**config.mk**
```make
export PLATFORM = sky130hd
export DESIGN_NAME = msbs_top
export DESIGN_NICKNAME = d
export VERILOG_FILES = /design/src/common/msbs_pkg.sv /design/src/common/msbs_modem_if.sv /design/src/design/msbs_edge_detect.sv /design/src/design/msbs_top.sv
export SDC_FILE = /design/constraint.sdc
export NUM_CORES = 1
export LEC_CHECK = 0
export BUFFER_PORTS_ARGS = -buffer_cell sky130_fd_sc_hd__buf_4
export CAP_MARGIN = 20
export CORE_ASPECT_RATIO = 1.25
export CORE_MARGIN = 1.5
export CORE_UTILIZATION = 54
export DETAILED_ROUTE_END_ITERATION = 8
export PLACE_DENSITY_LB_ADDON = 0.15
export SLEW_MARGIN = 20
export SYNTH_ARGS = -nofsm -noshare
export SYNTH_HDL_FRONTEND = slang
export SYNTH_SLANG_ARGS = --single-unit
```
**constraint.sdc**
```tcl
create_clock -name pclk -period 2.3 [get_ports pclk]
set_input_delay 0.46 -clock pclk [delete_from_list [all_inputs] [get_ports pclk]]
set_output_delay 0.46 -clock pclk [all_outputs]
set_load 0.005 [all_outputs]
```
**src/common/msbs_pkg.sv**
```systemverilog
package msbs_pkg;
    // ************************************************************
    // bus geometry
    // ************************************************************
    localparam int ADDR_W = 8;
    localparam int DATA_W = 32;

    // ************************************************************
    // register byte offsets
    // ************************************************************
    localparam logic [7:0] OFS_STATUS_SELECT = 8'h00;
    localparam logic [7:0] OFS_SCRATCH = 8'h04;
    localparam logic [7:0] OFS_DIV_LOW = 8'h08;
    localparam logic [7:0] OFS_DIV_HIGH = 8'h0C;
    localparam logic [7:0] OFS_TX_FREE = 8'h10;
    localparam logic [7:0] OFS_RX_FILL = 8'h14;
    localparam logic [7:0] OFS_MODEM_CTRL = 8'h18;
    localparam logic [7:0] OFS_IRQ_STATUS = 8'h1C;
    localparam logic [7:0] OFS_IRQ_MASK = 8'h20;

    // ************************************************************
    // field positions
    // ************************************************************
    localparam int SEL_CNT_EN_BIT = 0;
    localparam int SEL_BANK_LSB = 1;
    localparam int MCR_LOOPBACK_BIT = 4;
    localparam int IRQ_LINE_BIT = 0;
    localparam int IRQ_RING_BIT = 1;

    // ************************************************************
    // bank codes and reset values
    // ************************************************************
    localparam logic [1:0] BANK_GENERAL = 2'h0;
    localparam logic [1:0] BANK_EXTRA1 = 2'h1;
    localparam logic [1:0] BANK_EXTRA2 = 2'h2;
    localparam logic [2:0] SELECT_RST = 3'h0;
    localparam logic [3:0] FLAGS_RST = 4'h0;
    localparam logic [4:0] MCR_RST = 5'h00;
    localparam logic [7:0] BYTE_RST = 8'h00;
    localparam logic [1:0] IRQ_RST = 2'h0;
    localparam logic [3:0] PIN_IDLE_N = 4'hF;
endpackage : msbs_pkg

```
**src/common/msbs_modem_if.sv**
```systemverilog
`timescale 1ns/1ps
interface msbs_modem_if;
    logic [3:0] pin_n;   // raw pins: [3] cd, [2] ri, [1] dsr, [0] cts
    logic [3:0] level_n; // synchronised pin levels
    logic [3:0] change;  // one-cycle change pulses, same bit order; ri [2] pulses only on a rising pin
    modport det (input pin_n, output level_n, output change);
    modport user (output pin_n, input level_n, input change);
endinterface : msbs_modem_if

```
**src/design/msbs_edge_detect.sv**
```systemverilog
`timescale 1ns/1ps
module msbs_edge_detect
    import msbs_pkg::*;
(
    input wire logic pclk,    // device clock
    input wire logic presetn, // async reset, active low
    msbs_modem_if.det mif     // pins in, levels and change pulses out
);
    logic [3:0] sync1_ff;
    logic [3:0] sync2_ff;
    logic [3:0] prev_ff;
    logic [3:0] change_ff;

    // ************************************************************
    // two-stage synchroniser, then history stage
    // ************************************************************
    always_ff @(posedge pclk or negedge presetn) begin
        if (!presetn) begin
            sync1_ff <= PIN_IDLE_N;
            sync2_ff <= PIN_IDLE_N;
            prev_ff <= PIN_IDLE_N;
        end else begin
            sync1_ff <= mif.pin_n;
            sync2_ff <= sync1_ff;
            prev_ff <= sync2_ff;
        end
    end

    // ************************************************************
    // change pulses
    // ************************************************************
    always_ff @(posedge pclk or negedge presetn) begin
        if (!presetn) begin
            change_ff <= 4'h0;
        end else begin
            change_ff[3] <= sync2_ff[3] ^ prev_ff[3];
            change_ff[2] <= sync2_ff[2] & ~prev_ff[2];
            change_ff[1:0] <= sync2_ff[1:0] ^ prev_ff[1:0];
        end
    end

    assign mif.level_n = prev_ff;
    assign mif.change = change_ff;
endmodule : msbs_edge_detect

```
**src/design/msbs_top.sv**
```systemverilog
// The APB interface to the registers and the address map are this design's own decisions.
`timescale 1ns/1ps
module msbs_top
    import msbs_pkg::*;
(
    input wire logic pclk,                     // 40 MHz device clock
    input wire logic presetn,                  // async reset, active low
    input wire logic psel,                     // apb select
    input wire logic penable,                  // apb enable
    input wire logic pwrite,                   // apb direction
    input wire logic [ADDR_W-1:0] paddr,       // apb byte address
    input wire logic [DATA_W-1:0] pwdata,      // apb write data
    output logic [DATA_W-1:0] prdata,          // apb read data
    output logic pready,                       // apb ready
    output logic pslverr,                      // apb error, unmapped address
    input wire logic carrier_detect_in_n,      // modem pin, active low
    input wire logic ring_indicator_in_n,      // modem pin, active low
    input wire logic data_set_ready_in_n,      // modem pin, active low
    input wire logic clear_to_send_in_n,       // modem pin, active low
    input wire logic [7:0] tx_free_space_count, // free entries in tx fifo
    input wire logic [7:0] rx_fill_count,      // characters in rx fifo
    output logic [15:0] divisor_value,         // baud divisor
    output logic [1:0] bank_select,            // visible register bank
    output logic level_count_en,               // counters readable
    output logic loopback_mode,                // loopback active
    output logic modem_status_irq,             // modem status request
    output logic irq                           // masked interrupt, level
);
    // ************************************************************
    // declarations
    // ************************************************************
    logic [DATA_W-1:0] prdata_ff;
    logic pready_ff;
    logic pslverr_ff;
    logic [2:0] select_ff;
    logic level_en_ff;
    logic [3:0] flags_ff;
    logic [3:0] cap_flags_ff;
    logic [4:0] mcr_ff;
    logic [7:0] scratch_ff;
    logic [7:0] div_low_ff;
    logic [7:0] div_high_ff;
    logic [1:0] irq_status_ff;
    logic [1:0] irq_mask_ff;
    logic modem_irq_ff;
    logic irq_ff;
    logic [3:0] nxt_flags;
    logic [1:0] nxt_irq_status;
    logic [DATA_W-1:0] nxt_rdata;
    logic nxt_err;
    logic [3:0] status_hi;
    logic setup;
    logic wr_acc;
    logic rd_status_acc;

    msbs_modem_if mif();

    // ************************************************************
    // helpers
    // ************************************************************
    function automatic logic counters_visible(input logic [2:0] sel);
        // a nonzero bank code hides the counters even with the enable set
        counters_visible = (sel[2:1] == BANK_GENERAL) && sel[SEL_CNT_EN_BIT];
    endfunction : counters_visible

    function automatic logic is_mapped(input logic [ADDR_W-1:0] a);
        case (a)
            OFS_STATUS_SELECT, OFS_SCRATCH, OFS_DIV_LOW, OFS_DIV_HIGH,
            OFS_TX_FREE, OFS_RX_FILL, OFS_MODEM_CTRL, OFS_IRQ_STATUS,
            OFS_IRQ_MASK: is_mapped = 1'b1;
            default: is_mapped = 1'b0;
        endcase
    endfunction : is_mapped

    // ************************************************************
    // modem pin synchroniser and edge detector
    // ************************************************************
    assign mif.pin_n = {carrier_detect_in_n, ring_indicator_in_n,
                        data_set_ready_in_n, clear_to_send_in_n};

    msbs_edge_detect u_edge (
        .pclk(pclk),
        .presetn(presetn),
        .mif(mif.det)
    );

    // ************************************************************
    // apb phases
    // ************************************************************
    // read data is prepared in the setup cycle, so every access is zero-wait
    assign setup = psel && !penable;
    assign wr_acc = psel && penable && pready_ff && pwrite;
    assign rd_status_acc = psel && penable && pready_ff && !pwrite &&
                           (paddr == OFS_STATUS_SELECT);

    always_comb begin
        if (mcr_ff[MCR_LOOPBACK_BIT]) begin
            status_hi = {mcr_ff[3], mcr_ff[2], mcr_ff[0], mcr_ff[1]};
        end else begin
            status_hi = ~mif.level_n;
        end
    end

    always_comb begin
        nxt_rdata = '0;
        nxt_err = !is_mapped(paddr);
        case (paddr)
            OFS_STATUS_SELECT: nxt_rdata[7:0] = {status_hi, flags_ff};
            OFS_SCRATCH: nxt_rdata[7:0] = scratch_ff;
            OFS_DIV_LOW: nxt_rdata[7:0] = div_low_ff;
            OFS_DIV_HIGH: nxt_rdata[7:0] = div_high_ff;
            OFS_TX_FREE: begin
                if (counters_visible(select_ff)) begin
                    nxt_rdata[7:0] = tx_free_space_count;
                end
            end
            OFS_RX_FILL: begin
                if (counters_visible(select_ff)) begin
                    nxt_rdata[7:0] = rx_fill_count;
                end
            end
            OFS_MODEM_CTRL: nxt_rdata[4:0] = mcr_ff;
            OFS_IRQ_STATUS: nxt_rdata[1:0] = irq_status_ff;
            OFS_IRQ_MASK: nxt_rdata[1:0] = irq_mask_ff;
            default: nxt_rdata = '0;
        endcase
    end

    always_ff @(posedge pclk or negedge presetn) begin
        if (!presetn) begin
            pready_ff <= 1'b0;
            pslverr_ff <= 1'b0;
            prdata_ff <= '0;
            cap_flags_ff <= FLAGS_RST;
        end else begin
            pready_ff <= setup;
            pslverr_ff <= setup && nxt_err;
            if (setup && !pwrite) begin
                prdata_ff <= nxt_rdata;
                cap_flags_ff <= flags_ff;
            end
        end
    end

    // ************************************************************
    // modem change flags
    // ************************************************************
    // only the flags that were returned are cleared; a change between the
    // sample and the clear survives, and a same-cycle change wins
    always_comb begin
        nxt_flags = flags_ff;
        if (rd_status_acc) begin
            nxt_flags = flags_ff & ~cap_flags_ff;
        end
        nxt_flags = nxt_flags | mif.change;
    end

    always_ff @(posedge pclk or negedge presetn) begin
        if (!presetn) begin
            flags_ff <= FLAGS_RST;
            modem_irq_ff <= 1'b0;
        end else begin
            flags_ff <= nxt_flags;
            modem_irq_ff <= |nxt_flags;
        end
    end

    // ************************************************************
    // bank selector and software registers
    // ************************************************************
    always_ff @(posedge pclk or negedge presetn) begin
        if (!presetn) begin
            select_ff <= SELECT_RST;
            level_en_ff <= 1'b0;
        end else if (wr_acc && paddr == OFS_STATUS_SELECT) begin
            select_ff <= pwdata[2:0];
            level_en_ff <= counters_visible(pwdata[2:0]);
        end
    end

    always_ff @(posedge pclk or negedge presetn) begin
        if (!presetn) begin
            scratch_ff <= BYTE_RST;
            div_low_ff <= BYTE_RST;
            div_high_ff <= BYTE_RST;
            mcr_ff <= MCR_RST;
        end else if (wr_acc) begin
            case (paddr)
                OFS_SCRATCH: scratch_ff <= pwdata[7:0];
                OFS_DIV_LOW: div_low_ff <= pwdata[7:0];
                OFS_DIV_HIGH: div_high_ff <= pwdata[7:0];
                OFS_MODEM_CTRL: mcr_ff <= pwdata[4:0];
                default: mcr_ff <= mcr_ff;
            endcase
        end
    end

    // ************************************************************
    // interrupt status and mask
    // ************************************************************
    always_comb begin
        nxt_irq_status = irq_status_ff;
        if (wr_acc && paddr == OFS_IRQ_STATUS) begin
            nxt_irq_status = irq_status_ff & ~pwdata[1:0];
        end
        nxt_irq_status[IRQ_LINE_BIT] = nxt_irq_status[IRQ_LINE_BIT] |
            mif.change[3] | mif.change[1] | mif.change[0];
        nxt_irq_status[IRQ_RING_BIT] = nxt_irq_status[IRQ_RING_BIT] | mif.change[2];
    end

    always_ff @(posedge pclk or negedge presetn) begin
        if (!presetn) begin
            irq_status_ff <= IRQ_RST;
            irq_mask_ff <= IRQ_RST;
            irq_ff <= 1'b0;
        end else begin
            irq_status_ff <= nxt_irq_status;
            irq_ff <= |(nxt_irq_status & irq_mask_ff);
            if (wr_acc && paddr == OFS_IRQ_MASK) begin
                irq_mask_ff <= pwdata[1:0];
            end
        end
    end

    // ************************************************************
    // outputs
    // ************************************************************
    assign prdata = prdata_ff;
    assign pready = pready_ff;
    assign pslverr = pslverr_ff;
    assign divisor_value = {div_high_ff, div_low_ff};
    assign bank_select = select_ff[2:1];
    assign level_count_en = level_en_ff;
    assign loopback_mode = mcr_ff[MCR_LOOPBACK_BIT];
    assign modem_status_irq = modem_irq_ff;
    assign irq = irq_ff;
endmodule : msbs_top

```
==> results_dict.tcl <==
set metrics [dict create \
    grt_pass1_vias 2573 \
    grt_max_degree 47 \
    initial_utilization_pct 55.3 \
    endpoint_kind "flip-flop" \
    r2r_slack_ns 0.52 \
    mappedNetlistArea_mm2 0.00361 \
    clock_path_buffers 2 \
    mostFrequentLayoutCell "buf_4" \
    peakVddDrop_v 0.000366 \
    nets 441 \
    hold_viol_final 0 \
    ys_ff_latch 73 \
    clock_latency_ns 0.34 \
    stdcell_count 468 \
    startpoint "paddr[1]" \
    final_cell_mix "buf_4, dfrtp_1, mux2_2" \
    port_buffers 72 \
    cp_max_fo 7 \
    ys_seq_area_share_pct 51.0 \
    grt.overflow.total 0 \
    fmax_ghz 0.552 \
    vias 2547 \
    layout_min_cycle_time_ns 1.81 \
    wl_per_cell_um 16.5 \
    drtIter0Drc 158 \
    cts_tree "done" \
    setup_viol_count_final 0 \
    post_cts_buffers 0 \
    p_leak_uw 0.00210 \
    core_area_mm2 0.00652 \
    run_status "finished clean" \
    hold_path_class "in -> async" \
    grt_pass1_wl_mm 12.7 \
    clk_pin_slew_worst_paths_ns 0.07 \
    post_cts_resized 0 \
    die_w_um 76.1 \
    drv_slew 0 \
    ys.flop_type "dfrtp_1" \
    pin_count 121 \
    h-tree-depth 3 \
    die_area_mm2 0.00718 \
    syn_area_per_cell_um2 12.1 \
    dp_hpwl_mm 5.76 \
    row_count 33 \
    synthCells 299 \
    finalSetupTns_ns 0 \
    placed_cells 452 \
    start_kind "primary input" \
    place.gp.congestion 0.830 \
    track_usage_pct 23.4 \
    drcViolationCount 0 \
    p_per_area_mw_per_mm2 618 \
    grt_setup_unrepaired "no" \
    detail-route-antenna-nets 0 \
    viasPerCell 5.44 \
    antenna_found_initial 0 \
    arrival_ns 2.02 \
    cts_buffers 9 \
    required_ns 2.51 \
    syn2layout_area_growth_pct 22.6 \
    synth-edff-count 0 \
    numClockSinks 73 \
    cts_hold_buf 0 \
    yosys_warnings 0 \
    r2r-start "pready$_DFF_PN0_" \
    cts_root_buf "clkbuf_8" \
    period_share_pct 78.8 \
    yosysUniqueCellTypes 51 \
    hold_slack_ns 0.0290 \
    ys_async_sr_fraction_pct 100 \
    drive_gt1_share_pct 44.6 \
    crit_type "in -> reg" \
    timing.final.ws_setup_ns 0.489 \
    dr.pass1.iters 4 \
    die_h_um 94.4 \
    wirelength_mm 7.73 \
    p_total_uw 2730 \
    maxCapViolations 0 \
    diodes 0 \
    fin_skew_ns 0.00668 \
    pre_cts_slack_ns 0.167 \
]
## path summary, 6_finish.rpt
kind,cells past startpoint,endpoint
max,5,modem_status_irq$_DFF_PN0_
min,1,irq$_DFF_PN0_
max reg2reg,4,irq$_DFF_PN0_
min reg2reg,0,u_edge.sync2_ff[1]$_DFF_PN1_
max in group asynchronous,2,u_edge.sync2_ff[2]$_DFF_PN1_
min in group pclk,1,u_edge.sync1_ff[3]$_DFF_PN1_
## metrics by stage
step                area [um^2]  util, %
global placement           4180     64.1
global route               4420     67.8
detailed placement         4180     64.1
CTS                        4420     67.8
finish                     4420     67.8
floorplan                  3690        -
## flip-flops by register name (all words and copies together) (netlist names), 3 cells and up
| name | count |
|---|---|
| u_edge.sync1_ff | 4 |
| u_edge.mif.change | 4 |
| div_low_ff | 8 |
| div_high_ff | 8 |
| prdata | 8 |
| scratch_ff | 8 |
| u_edge.sync2_ff | 4 |
| select_ff | 3 |
| mcr_ff | 5 |
| cap_flags_ff | 4 |
| flags_ff | 4 |
| u_edge.mif.level_n | 4 |
## Yosys cell counts, types with 4 or more instances
master    count  area share (%)
nor2_1        8            0.83
nand4_1       6             1.0
a22oi_1       5             1.0
dfstp_2      12             8.7
nor2b_1      13             2.3
a21oi_1       4            0.55
o211ai_1      6             1.2
mux2_2       43              13
dfrtp_1      61              42
buf_2         4            0.55
clkbuf_1      8            0.83
a21o_1        5             1.0
buf_4        27             5.6
nand2_1      26             2.7
mux2i_1       8             2.2
## per-layer routing
layer | GRT usage, % | part of all wire (%) | up-vias
met5 | 0 | 0 | -
met4 | 12.7 | 2.1 | 0
met3 | 4.54 | 4.2 | 13
met2 | 38.7 | 50 | 72
met1 | 29.2 | 43 | 1258
li1 | - | - | 1204
## cell type report
cell class | instances | area [um^2]
clock buffers | 12 | 165
multi-input cells | 207 | 1570
flip-flops and latches | 73 | 1840
repair buffers | 84 | 656
clock inverters | 4 | 73.8
well taps | 87 | 109
fillers | 525 | 2100
inverters | 1 | 3.75
## worst max-delay path: stages
cell and delay, ns:
buf_4 0.14, nor4_4 0.49, nand4_1 0.18, a21o_1 0.22, or4_1 0.53
## cells by family (layout without fill, tap and decap cells)
logic type             count (synthesis)  after routing  share of synthesized area, %
other                                  1             24                         0.104
AO/OA/AOI/OAI                         41             41                          8.57
multiplexers                          53             53                          16.9
XOR/XNOR                               3              3                         0.728
flip-flops                            73             73                          51.0
AND/OR/NAND/NOR                       86             86                          14.9
buffers and inverters                 42            101                          7.73
## where the power goes
part,internal (uW),total [uW],leakage (uW),switching [uW]
Combinational,105,231,0.00106,125
Sequential,1330,1350,0.000922,20.1
Clock,700,1150,0.000123,455
Note: power is estimated with default switching activity, not from simulation.
